$ cat src/rtl/adcsq_pkg.sv
// Constants for the converter scan sequencer control block.
// Assumes a 32-bit APB with word-aligned registers.
package adcsq_pkg;

	// ----------------------------------------
	// Register indices (byte address = 4 * index)
	// ----------------------------------------
	localparam logic [9:0] CHSEL_IDX = 10'h0fc;
	localparam logic [9:0] SETUP_IDX = 10'h0fd;
	localparam logic [9:0] STATUS_IDX = 10'h0fe;
	localparam logic [9:0] LOW_A_IDX = 10'h0f0;
	localparam logic [9:0] LOW_B_IDX = 10'h0f1;
	localparam logic [9:0] UP_A_IDX = 10'h0f2;
	localparam logic [9:0] UP_B_IDX = 10'h0f3;
	localparam logic [9:0] RES_BASE_IDX = 10'h0e0;
	localparam logic [9:0] RES_MASK_IDX = 10'h3f0;

	// ----------------------------------------
	// Reset values
	// ----------------------------------------
	localparam logic [7:0] CHSEL_RST = 8'h0f;
	localparam logic [7:0] SETUP_RST = 8'ha0;
	localparam logic [9:0] LOW_RST = 10'h000;
	localparam logic [9:0] UP_RST = 10'h3ff;

	// ----------------------------------------
	// Field positions
	// ----------------------------------------
	localparam int FIRST_LSB = 4;
	localparam int PAIR_LSB = 0;
	localparam int DIV_LSB = 5;
	localparam int EXT_BIT = 4;
	localparam int TIM_BIT = 3;
	localparam int POW_BIT = 2;
	localparam int REP_BIT = 1;
	localparam int RUN_BIT = 0;
	localparam int DONE_BIT = 0;
	localparam int FLAG_LSB = 4;
	localparam int CUR_LSB = 8;
	localparam int BUSY_BIT = 12;

	// ----------------------------------------
	// Channels and conversion timing
	// ----------------------------------------
	localparam logic [3:0] LAST_CH = 4'hf;
	localparam logic [4:0] CONV_TICKS = 5'h1c;
	localparam logic [4:0] SAMPLE_TICKS = 5'h08;
	localparam logic [4:0] LAST_TICK = CONV_TICKS - 5'h01;

	typedef enum logic {SEQ_IDLE, SEQ_CONV} adcsq_state_t;

endpackage : adcsq_pkg

$ cat src/rtl/adcsq_prescaler.sv
// Converter clock divider: pclk divided by 2 * (code + 1).
// Assumes the code is stable while enabled; a change is compared at once, so the
// current half-period ends when the count next equals the new code.
`timescale 1ns/100ps
module adcsq_prescaler (
	// Clock and reset
	input wire logic pclk,
	input wire logic presetn,
	// Control
	input wire logic enable,
	input wire logic [2:0] div_code,
	// Converter clock and its rising-edge pulse
	output logic adc_clk_q,
	output logic tick_q
);

	logic [2:0] cnt_q;
	logic [2:0] cnt_d;
	logic half_w;

	assign half_w = enable && (cnt_q == div_code);
	assign cnt_d = (!enable || half_w) ? 3'h0 : cnt_q + 3'h1;

	always_ff @(posedge pclk or negedge presetn) begin
		if (!presetn) begin
			cnt_q <= 3'h0;
			adc_clk_q <= 1'b0;
			tick_q <= 1'b0;
		end else begin
			cnt_q <= cnt_d;
			adc_clk_q <= enable && (adc_clk_q ^ half_w);
			tick_q <= half_w && !adc_clk_q;
		end
	end

	// ----------------------------------------
	// Checks
	// ----------------------------------------
	logic [4:0] gap_q;
	logic seen_q;
	logic [2:0] code_q;

	always_ff @(posedge pclk or negedge presetn) begin
		if (!presetn) begin
			gap_q <= 5'h00;
			seen_q <= 1'b0;
			code_q <= 3'h0;
		end else begin
			gap_q <= tick_q ? 5'h01 : gap_q + 5'h01;
			seen_q <= enable && (seen_q || tick_q) && (code_q == div_code);
			code_q <= div_code;
		end
	end
endmodule : adcsq_prescaler

$ cat src/rtl/adcsq_window.sv
// Window compare for the two adjacent monitored channels.
// Assumes result_valid pulses for one cycle per finished conversion.
`timescale 1ns/100ps
module adcsq_window (
	// Clock and reset (checks only)
	input wire logic pclk,
	input wire logic presetn,
	// Conversion result
	input wire logic result_valid,
	input wire logic [3:0] result_ch,
	input wire logic [9:0] result,
	// Settings
	input wire logic [3:0] pair_sel,
	input wire logic [9:0] low_a,
	input wire logic [9:0] low_b,
	input wire logic [9:0] up_a,
	input wire logic [9:0] up_b,
	// Flag set pulses {b_up, a_up, b_low, a_low}
	output logic [3:0] flag_set
);

	logic [3:0] ch_a_w;
	logic hit_a_w;
	logic hit_b_w;

	assign ch_a_w = (pair_sel == 4'h0) ? adcsq_pkg::LAST_CH
		: pair_sel - 4'h1;
	assign hit_a_w = result_valid && (result_ch == ch_a_w);
	assign hit_b_w = result_valid && (result_ch == pair_sel);

	assign flag_set[3] = hit_b_w && (result > up_b);
	assign flag_set[2] = hit_a_w && (result > up_a);
	assign flag_set[1] = hit_b_w && (result < low_b);
	assign flag_set[0] = hit_a_w && (result < low_a);
endmodule : adcsq_window

$ cat src/rtl/adcsq_ctrl.sv
// Scan sequencer control for a 16-channel 10-bit converter, APB slave.
// Assumes the converter core settles its result within one conversion
// and that trigger inputs are synchronous to pclk.
//
// Operation
// - Scan from first channel up to 15
// - First channel 15 converts only channel 15
// - Pair code selects channels N-1 and N
// - Control register write restarts from first channel
// - Converter clock is pclk over 2*(code+1)
// - Enabled pin edge starts a sequence while trigger_alt_en is high
// - Enabled timer event starts a sequence
// - Pin and timer triggers are ORed
// - Trigger sets the run bit like software
// - Single mode clears run bit at end
// - Analog enable clear powers converter down
// - Single mode: one sequence per start
// - Repeat mode restarts sequences continuously
// - Run bit one starts, zero stops
// - Done flag set when sequence ends
// - Result split into high and low bytes
// - Window flags set on threshold crossing
//
// Added by the designer: the APB slave port.
`timescale 1ns/100ps
module adcsq_ctrl (
	// Clock and reset
	input wire logic pclk,
	input wire logic presetn,
	// APB slave
	input wire logic psel,
	input wire logic penable,
	input wire logic pwrite,
	input wire logic [11:0] paddr,
	input wire logic [31:0] pwdata,
	output logic [31:0] prdata_q,
	output logic pready_q,
	output logic pslverr_q,
	// Trigger sources
	input wire logic trigger_pin,
	input wire logic trigger_alt_en,
	input wire logic timer_event,
	// Converter core and multiplexer
	input wire logic [9:0] conv_result,
	output logic adc_clk_q,
	output logic [3:0] mux_sel_q,
	output logic sample_q,
	output logic analog_power_q,
	output logic seq_busy_q
);

	// ----------------------------------------
	// Registers
	// ----------------------------------------
	logic [7:0] chsel_q;
	logic [7:1] setup_q;
	logic run_q;
	logic run_d;
	logic done_q;
	logic [3:0] flags_q;
	logic [9:0] low_a_q;
	logic [9:0] low_b_q;
	logic [9:0] up_a_q;
	logic [9:0] up_b_q;
	logic [9:0] result_mem [16];
	adcsq_pkg::adcsq_state_t state_q;
	adcsq_pkg::adcsq_state_t state_d;
	logic [3:0] ch_q;
	logic [3:0] ch_d;
	logic [4:0] cnt_q;
	logic [4:0] cnt_d;
	logic pin_prev_q;
	logic tev_prev_q;

	// ----------------------------------------
	// Bus decode
	// ----------------------------------------
	wire [9:0] idx_w = paddr[11:2];
	wire setup_ph_w = psel && !penable;
	wire wr_w = psel && penable && pwrite && pready_q;
	wire hit_chsel_w = idx_w == adcsq_pkg::CHSEL_IDX;
	wire hit_setup_w = idx_w == adcsq_pkg::SETUP_IDX;
	wire hit_status_w = idx_w == adcsq_pkg::STATUS_IDX;
	wire hit_low_a_w = idx_w == adcsq_pkg::LOW_A_IDX;
	wire hit_low_b_w = idx_w == adcsq_pkg::LOW_B_IDX;
	wire hit_up_a_w = idx_w == adcsq_pkg::UP_A_IDX;
	wire hit_up_b_w = idx_w == adcsq_pkg::UP_B_IDX;
	wire hit_res_w = (idx_w & adcsq_pkg::RES_MASK_IDX)
		== adcsq_pkg::RES_BASE_IDX;
	wire mapped_w = hit_chsel_w || hit_setup_w || hit_status_w
		|| hit_low_a_w || hit_low_b_w || hit_up_a_w || hit_up_b_w
		|| hit_res_w;
	wire wr_chsel_w = wr_w && hit_chsel_w;
	wire wr_setup_w = wr_w && hit_setup_w;
	wire ctrl_wr_w = wr_chsel_w || wr_setup_w;

	// ----------------------------------------
	// Fields
	// ----------------------------------------
	wire [3:0] first_q_w = chsel_q[adcsq_pkg::FIRST_LSB +: 4];
	wire [3:0] pair_w = chsel_q[adcsq_pkg::PAIR_LSB +: 4];
	wire [2:0] div_w = setup_q[adcsq_pkg::DIV_LSB +: 3];
	wire ext_en_w = setup_q[adcsq_pkg::EXT_BIT];
	wire tim_en_w = setup_q[adcsq_pkg::TIM_BIT];
	wire pow_w = setup_q[adcsq_pkg::POW_BIT];
	wire rep_w = setup_q[adcsq_pkg::REP_BIT];
	wire [3:0] first_d_w = wr_chsel_w
		? pwdata[adcsq_pkg::FIRST_LSB +: 4] : first_q_w;

	// ----------------------------------------
	// Triggers
	// ----------------------------------------
	// Falling edge: the pin idles high and pulses low
	wire pin_edge_w = pin_prev_q && !trigger_pin;
	wire tev_edge_w = timer_event && !tev_prev_q;
	wire pin_trig_w = ext_en_w && trigger_alt_en && pin_edge_w;
	wire tim_trig_w = tim_en_w && tev_edge_w;
	wire trig_w = pin_trig_w || tim_trig_w;

	// ----------------------------------------
	// Sequencer
	// ----------------------------------------
	logic tick_w;
	logic [3:0] flag_set_w;
	wire conv_w = state_q == adcsq_pkg::SEQ_CONV;
	wire conv_end_w = conv_w && tick_w
		&& (cnt_q == adcsq_pkg::LAST_TICK);
	wire seq_end_w = conv_end_w && (ch_q == adcsq_pkg::LAST_CH);
	wire stop_w = !run_q || !pow_w;

	always_comb begin
		run_d = run_q;
		if (seq_end_w && !rep_w)
			run_d = 1'b0;
		if (wr_setup_w)
			run_d = pwdata[adcsq_pkg::RUN_BIT];
		if (trig_w)
			run_d = 1'b1;
	end

	always_comb begin
		state_d = state_q;
		ch_d = ch_q;
		cnt_d = cnt_q;
		case (state_q)
			adcsq_pkg::SEQ_IDLE: begin
				if (run_q && pow_w) begin
					state_d = adcsq_pkg::SEQ_CONV;
					ch_d = first_q_w;
					cnt_d = 5'h00;
				end
			end
			adcsq_pkg::SEQ_CONV: begin
				if (stop_w) begin
					state_d = adcsq_pkg::SEQ_IDLE;
				end else if (seq_end_w) begin
					cnt_d = 5'h00;
					ch_d = first_q_w;
					if (!rep_w)
						state_d = adcsq_pkg::SEQ_IDLE;
				end else if (conv_end_w) begin
					cnt_d = 5'h00;
					ch_d = ch_q + 4'h1;
				end else if (tick_w) begin
					cnt_d = cnt_q + 5'h01;
				end
			end
			default: state_d = adcsq_pkg::SEQ_IDLE;
		endcase
		// Abandons the current scan position
		if (ctrl_wr_w) begin
			ch_d = first_d_w;
			cnt_d = 5'h00;
		end
	end

	always_ff @(posedge pclk or negedge presetn) begin
		if (!presetn) begin
			state_q <= adcsq_pkg::SEQ_IDLE;
			ch_q <= 4'h0;
			cnt_q <= 5'h00;
			run_q <= 1'b0;
			pin_prev_q <= 1'b1;
			tev_prev_q <= 1'b0;
		end else begin
			state_q <= state_d;
			ch_q <= ch_d;
			cnt_q <= cnt_d;
			run_q <= run_d;
			pin_prev_q <= trigger_pin;
			tev_prev_q <= timer_event;
		end
	end

	// ----------------------------------------
	// Software registers
	// ----------------------------------------
	always_ff @(posedge pclk or negedge presetn) begin
		if (!presetn) begin
			chsel_q <= adcsq_pkg::CHSEL_RST;
			setup_q <= adcsq_pkg::SETUP_RST[7:1];
			low_a_q <= adcsq_pkg::LOW_RST;
			low_b_q <= adcsq_pkg::LOW_RST;
			up_a_q <= adcsq_pkg::UP_RST;
			up_b_q <= adcsq_pkg::UP_RST;
		end else begin
			if (wr_chsel_w)
				chsel_q <= pwdata[7:0];
			if (wr_setup_w)
				setup_q <= pwdata[7:1];
			if (wr_w && hit_low_a_w)
				low_a_q <= pwdata[9:0];
			if (wr_w && hit_low_b_w)
				low_b_q <= pwdata[9:0];
			if (wr_w && hit_up_a_w)
				up_a_q <= pwdata[9:0];
			if (wr_w && hit_up_b_w)
				up_b_q <= pwdata[9:0];
		end
	end

	// Write one clears; a set in the same cycle wins
	wire clr_w = wr_w && hit_status_w;
	wire done_d_w = seq_end_w
		|| (done_q && !(clr_w && pwdata[adcsq_pkg::DONE_BIT]));
	wire [3:0] flags_d_w = flag_set_w | (flags_q
		& ~(clr_w ? pwdata[adcsq_pkg::FLAG_LSB +: 4] : 4'h0));

	always_ff @(posedge pclk or negedge presetn) begin
		if (!presetn) begin
			done_q <= 1'b0;
			flags_q <= 4'h0;
		end else begin
			done_q <= done_d_w;
			flags_q <= flags_d_w;
		end
	end

	// No reset on the result array; contents are undefined until converted
	always_ff @(posedge pclk) begin
		if (conv_end_w && !stop_w)
			result_mem[ch_q] <= conv_result;
	end

	// ----------------------------------------
	// Read path and pins
	// ----------------------------------------
	wire [9:0] res_w = result_mem[paddr[5:2]];
	wire [15:0] res_rd_w = {res_w[9:2], res_w[1:0], 6'h00};
	wire [31:0] status_rd_w = {19'h0, seq_busy_q, ch_q, flags_q,
		3'h0, done_q};
	wire [31:0] rd_w = hit_chsel_w ? {24'h0, chsel_q}
		: hit_setup_w ? {24'h0, setup_q, run_q}
		: hit_status_w ? status_rd_w
		: hit_low_a_w ? {22'h0, low_a_q}
		: hit_low_b_w ? {22'h0, low_b_q}
		: hit_up_a_w ? {22'h0, up_a_q}
		: hit_up_b_w ? {22'h0, up_b_q}
		: hit_res_w ? {16'h0, res_rd_w}
		: 32'h0;
	wire sample_d_w = (state_d == adcsq_pkg::SEQ_CONV)
		&& (cnt_d < adcsq_pkg::SAMPLE_TICKS);

	always_ff @(posedge pclk or negedge presetn) begin
		if (!presetn) begin
			prdata_q <= 32'h0;
			pready_q <= 1'b0;
			pslverr_q <= 1'b0;
			mux_sel_q <= 4'h0;
			sample_q <= 1'b0;
			analog_power_q <= 1'b0;
			seq_busy_q <= 1'b0;
		end else begin
			if (setup_ph_w)
				prdata_q <= pwrite ? 32'h0 : rd_w;
			pready_q <= setup_ph_w;
			pslverr_q <= setup_ph_w && !mapped_w;
			mux_sel_q <= ch_d;
			sample_q <= sample_d_w;
			analog_power_q <= wr_setup_w ? pwdata[adcsq_pkg::POW_BIT]
				: pow_w;
			seq_busy_q <= state_d == adcsq_pkg::SEQ_CONV;
		end
	end

	// ----------------------------------------
	// Submodules
	// ----------------------------------------
	adcsq_prescaler u_prescaler (
		.pclk(pclk),
		.presetn(presetn),
		.enable(pow_w && conv_w),
		.div_code(div_w),
		.adc_clk_q(adc_clk_q),
		.tick_q(tick_w)
	);

	adcsq_window u_window (
		.pclk(pclk),
		.presetn(presetn),
		.result_valid(conv_end_w && !stop_w),
		.result_ch(ch_q),
		.result(conv_result),
		.pair_sel(pair_w),
		.low_a(low_a_q),
		.low_b(low_b_q),
		.up_a(up_a_q),
		.up_b(up_b_q),
		.flag_set(flag_set_w)
	);
endmodule : adcsq_ctrl

$ cat config.mk
export PLATFORM = sky130hd
export DESIGN_NAME = adcsq_ctrl
export DESIGN_NICKNAME = d
export VERILOG_FILES = /design/src/rtl/adcsq_pkg.sv /design/src/rtl/adcsq_prescaler.sv /design/src/rtl/adcsq_window.sv /design/src/rtl/adcsq_ctrl.sv
export SDC_FILE = /design/constraint.sdc
export NUM_CORES = 1
export LEC_CHECK = 0
export BUFFER_PORTS_ARGS = -buffer_cell sky130_fd_sc_hd__clkbuf_2
export CORE_MARGIN = 1
export CORE_UTILIZATION = 54
export CTS_CLUSTER_SIZE = 14
export DETAILED_ROUTE_END_ITERATION = 8
export HOLD_SLACK_MARGIN = 0.06
export MAX_ROUTING_LAYER = met4
export PLACE_DENSITY_LB_ADDON = 0.2
export SETUP_SLACK_MARGIN = 0.02
export SYNTH_ARGS = -nofsm -noshare
export SYNTH_HDL_FRONTEND = slang
export SYNTH_SLANG_ARGS = --single-unit
$ cat constraint.sdc
create_clock -name pclk -period 2.4 [get_ports pclk]
set_input_delay 0.48 -clock pclk [delete_from_list [all_inputs] [get_ports pclk]]
set_output_delay 0.48 -clock pclk [all_outputs]
set_load 0.005 [all_outputs]
* Word level (Yosys, flattened, before mapping) *
Memory sizes are Yosys's and may differ from the RTL's.
Cells that the tools add are included.

cells by class
  add/sub/neg operators = 4
  order comparisons = 5
  eq/ne operators = 16
  mux-type cells = 37
  bitwise operators = 5
  reduce and logical (&&, ||, !) cells = 62

operators by type and width
  cell                                                                           count
  16-bit two-way mux                                                             9
  10-bit by 8-bit == test with 1-bit output (second input constant)              7
  1-bit logical AND                                                              36
  4-bit two-way mux                                                              8
  5-bit two-way mux                                                              6
  10-bit greater-than comparator                                                 2
  10-bit less-than comparator                                                    2
  1-bit logical OR                                                               12
  1-bit zero test                                                                11
  1-bit two-way mux                                                              10
  5-bit case mux with 2 select lines                                             1
  4-bit == test                                                                  2
  4-bit case mux with 2 select lines                                             1
  6-bit by 4-bit == test with 1-bit output (second input constant)               1
  3-bit inequality test (second input constant)                                  2
  5-bit by 1-bit adder with 5-bit output (second input constant)                 1
  5-bit == test (second input constant)                                          1
  5-bit by 4-bit less-than comparator with 1-bit output (second input constant)  1
  4-bit by 1-bit adder with 4-bit output (second input constant)                 1
  4-bit AND                                                                      1
  4-bit == test (second input constant)                                          1
  4-bit zero test                                                                1
  4-bit by 1-bit inequality test with 1-bit output (second input constant)       1
  4-bit NOT                                                                      1
  other kinds (10)                                                               10

word-level totals
  bits in registers = 114
  memory bits (writable) = 160
  bits of input ports = 62
  logic and storage cells = 152
  memories = 1

memories
  memory      words  width  rd ports  clocked after memory_dff  write ports  line              text
  result_mem  16     10     1         0                         1            adcsq_ctrl.sv:65  logic [9:0] result_mem [16];

* Longest topological paths before layout *
  depth in word-level cells = 10
  gate-level depth with buffers = 8
  gate-level depth less buffers = 7

* Cells and area by module *
Synthesis repeated with hierarchy kept, for this count alone.

second synthesis, totals
  cells, all modules = 876
  area total of the unflattened synthesis = 12291.8 µm²

modules (own cells, without submodules)
  module           times used  cells each  area each (µm²)  seq. area each (µm²)
  adcsq_ctrl       1           703         10966.8          7165.6
  adcsq_window     1           154         1091.0           0.0
  adcsq_prescaler  1           19          234.0            125.1

* Least setup slack after synthesis *
Ideal clock, no wire load.

  kind = register to register
  from = register cnt_q[0]
  to = memory result_mem[3][0] (enable)
  library setup time = 404 ps
  arrival = 2176 ps
  required time = 1996 ps
  path slack = -180 ps
  stages on the path, launching flop included = 6
  buffers on the path = 1
  period minus slack after synthesis = 2580 ps
  cell sequence = dfrtp_1 -> ha_1 -> and3_1 -> clkbuf_1 -> nand3_1 -> nor4_1

on the way
  word-level cells in the longest chain between the ends = 5

ends and longest elaborated chain
  what                                     line               text
  start: declaration                       adcsq_ctrl.sv:70   logic [4:0] cnt_q;
  start signal: assignment                 adcsq_ctrl.sv:188  cnt_q <= cnt_d;
  5-bit == test                            adcsq_ctrl.sv:127  && (cnt_q == adcsq_pkg::LAST_TICK);
  1-bit logical AND                        adcsq_ctrl.sv:127
  1-bit logical AND                        adcsq_ctrl.sv:241  if (conv_end_w && !stop_w)
  1-bit two-way mux                        adcsq_ctrl.sv:241
  1-bit two-way mux (implied by the code)  adcsq_ctrl.sv:242  result_mem[ch_q] <= conv_result;
  end: declaration                         adcsq_ctrl.sv:65

No other way between the ends.

* Worst setup path in the final report *
  from = register cnt_q[0]
  to = memory result_mem[4][8] (enable)

Same word-level chain as after synthesis.

==> metrics.md <==
| Metric | Value |
|---|---|
| Placed wire-length estimate | `21300 µm` |
| Fin crit share | `0.912` |
| DIE AREA | `23400 µm²` |
| Final slew viol count | `0` |
| First-pass DRT Iterations | `5` |
| Post-Syn Area | `approximately 12000 µm²` |
| Setup repair after global routing missed its margin | `no` |
| Crit-path max FO | `10` |
| Layout Skew | `13.2 ps` |
| RR Endpoint | `result_mem[4][8]$_DFFE_PP_` |
| GPL Wtd Cong | `roughly 0.89` |
| Die width | `153 µm` |
| Mean post-synth cell area | `13.8 µm²` |
| Fin util | `0.657` |
| Synth area leaders | `edfxtp_1, dfrtp_1, mux4_2, dfstp_2, ha_1` |
| Share of cells above drive strength 1 | `0.321` |
| Crit path DAT | `2430 ps` |
| Total wire length | `29600 µm` |
| Synth top area share | `0.390` |
| Status | `completed` |
| Comb pwr share | `0.057` |
| Worst-path clk slew | `60 ps` |
| Antenna violations before repair | `0` |
| Cell-internal power | `~7800 µW` |
| Number of H-tree levels | `1` |
| NetSw | `2070 µW` |
| Clk buf depth | `3` |
| Max-Cap Viols | `0` |
| CP delay by family, top | `simple AND/OR/NAND/NOR gates` |
| DRT antenna net count | `0` |
| Via density | `5.91` |
| Hold wc startpoint | `pwrite` |
| Cells after synthesis | `890` |
| Initial DRC count | `604` |
| Minimum clock period | `around 2200 ps` |
| Crit path cell chain | `ha_1 > and3_1 > and3_1 > nand2_1 > nor2_1 > and2_1 > buf_4` |
| Slowest cell delay on critical path | `about 400 ps` |
| Residual DRC count | `0` |
| Critical R2R Launch | `cnt_q[0]$_DFFE_PN0P_` |
| Row count | `between 50 and 60` |
| Root Buffer | `clkbuf_16` |
| Num CTS Buffers | `27` |
| Area growth syn-to-layout | `17.9%` |
| Most common cell in the netlist | `edfxtp_1` |
| FMAX | `457 MHz` |
| Critical path class | `flip-flop to flip-flop` |
| Synth Warn # | `0` |
| Largest net degree at the start of global routing | `35` |
| GRT overflow | `0` |
| Initial cell density of the core | `0.557` |
| Worst Tran Pin Value | `between 500 and 600 ps` |
| IO Count | `104` |
| Ys async rst share | `0.380` |
| Setup violators final | `0` |
| Setup_tns | `0 ps` |
| Synth unique cells | `68` |
| VDD IR max | `0.600 mV` |
| CTS tree | `yes` |
| Resize count post-CTS | `0` |
| Die Ht | `between 150 and 200 µm` |
| Post-synth top flop | `edfxtp_1` |
| Largest area contributor in the netlist | `edfxtp_1` |
| Hold Crit Depth | `2` |
| Setup bufs post-CTS | `0` |
| Crit path launch type | `flip-flop` |
| LEAKAGE | `~0.0057 µW` |
| Worst Hold End | `prdata_q[5]$_DFFE_PN0P_` |
| CTS sink count | `~260` |
| IO buf count | `63` |
| Req. time, crit path | `2640 ps` |
| Gr usage total | `0.270` |
| Hold Slack | `about 160 ps` |
| First-pass GRT wire length | `45800 µm` |
| Number of enable flip-flop cells after synthesis | `160` |
| Most common cell on crit path | `and3_1` |
| Switching share of power | `0.209` |
| Flops & latches, synth | `roughly 260` |
| Final hold violation count | `0` |
| R2r setup slk | `roughly 210 ps` |
| Sequential power share | `0.479` |
| Power density over the cells | `between 600 and 700 nW/µm²` |
| Clk_lat worst skew | `550 ps` |
| Normalized max-slew margin | `0.632` |
| Crit-path slowest cell | `dfrtp_1` |
| CORE AREA | `22100 µm²` |
| Clk pwr share | `0.464` |
| Layout Nets | `roughly 1100` |
| WP buf/inv | `1` |
| Via count | `roughly 7900` |
| Most common library cells after synthesis | `edfxtp_1, dfrtp_1, inv_1, nand2_1, mux2_2` |
| Area after DPL | `approximately 13000 µm²` |
| Avg WL per Cell | `22.3 µm` |
| # diodes | `0` |
| Via count of the first global-routing pass | `7814` |
| HP Class | `primary input to flip-flop` |
| Fin area | `14500 µm²` |
| Reg2Reg Depth | `7` |
| Endpoint type of the worst setup path | `flip-flop` |
| Sequential-to-total area share from yosys stat | `0.593` |
[cells in the final DEF, fill, tap and decap left out, drive strengths merged, types with 10 or more instances in the layout]
master	Yosys	final
ha	47	47
conb	1	16
nand2	57	57
mux2i	16	16
a22oi	12	12
o21ai	42	42
nor4	10	10
dfrtp	71	71
dfstp	27	27
nand3	23	23
a21oi	29	29
inv	57	58
buf	38	85
mux2	61	61
mux4	45	45
clkbuf	17	99
nor2	42	42
edfxtp	160	160
nor3	12	12
[through the flow]
stage | power, µW | cells | setup WS [ps]
final | 9900 | 1328 | 210
after floorplan | 5120 | 905 | -180
after global placement | 5380 | 1275 | 47.0
after CTS | 9960 | 1328 | 230
after global routing | 10200 | 1328 | 67.0
after detailed placement | 5390 | 1275 | 27.3
[kinds of logic (layout without fill, tap and decap cells)]
kind of cell,Yosys count,in the layout,share of synthesized area
AO/OA/AOI/OAI,138,138,0.0724
XOR/XNOR,11,11,0.00783
adder cells (fa/ha/maj),47,47,0.0478
buffers and inverters,113,256,0.0418
flip-flops,258,258,0.593
multiplexers,122,122,0.154
other,1,16,0.000305
AND/OR/NAND/NOR,200,200,0.0831
[registers in the layout, summed over array words and instances, names as in the netlist, 3 cells and up]
register           cells
setup_q                7
up_a_q                10
prdata_q              16
chsel_q                8
low_a_q               10
low_b_q               10
flags_q                4
up_b_q                10
u_prescaler.cnt_q      3
result_mem           160
cnt_q                  5
mux_sel_q              4
[layer usage]
layer	part of all wire	track usage	vias to the layer above
met5	0	-	-
met4	0.021	0.0678	0
met3	0.066	0.0476	41
met2	0.47	0.413	267
met1	0.44	0.376	3934
li1	-	-	3609
[area by class of cell]
cell class,instances,area (µm²)
Timing Repair Buffer,148,1070
Inverter,58,218
Multi-Input combinational cell,534,4590
Clock inverter,11,199
Sequential cell,258,7290
Clock buffer,39,802
Fill cell,1578,7580
Tap cell,280,350
[power by group through the flow]
stage          clock [µW]  combinational, µW  sequential (µW)
2_1_floorplan           0                290             4830
3_3_place_gp            0                555             4830
3_5_place_dp            0                561             4830
4_1_cts              4650                568             4740
5_1_grt              4820                621             4740
6_report             4590                567             4740
[how the worst max path moves through the flow]
stage | end | cells past startpoint | from
floorplan | result_mem[3][0]$_DFFE_PP_ | 5 | cnt_q[0]$_DFFE_PN0P_
global placement | low_b_q[4]$_DFFE_PN0P_ | 5 | paddr[11]
detailed placement | low_b_q[5]$_DFFE_PN0P_ | 5 | paddr[11]
CTS | result_mem[1][7]$_DFFE_PP_ | 6 | cnt_q[0]$_DFFE_PN0P_
global route | result_mem[4][8]$_DFFE_PP_ | 7 | cnt_q[0]$_DFFE_PN0P_
finish | result_mem[4][8]$_DFFE_PP_ | 7 | cnt_q[0]$_DFFE_PN0P_
[worst register-to-register path: stages (launching register included)]
cell and delay [ps]:
dfrtp_1 400, ha_1 190, and3_1 340, and3_1 280, nand2_1 70, nor2_1 170, and2_1 200, buf_4 230
[timing repair]
| action | 4_1_cts | 5_1_grt |
|---|---|---|
| hold buffers | 3 | 0 |
| endpoints found under the hold margin | 21 | 0 |
| setup endpoints to repair | 0 | 0 |
Note: power is estimated with default switching activity, not from simulation.
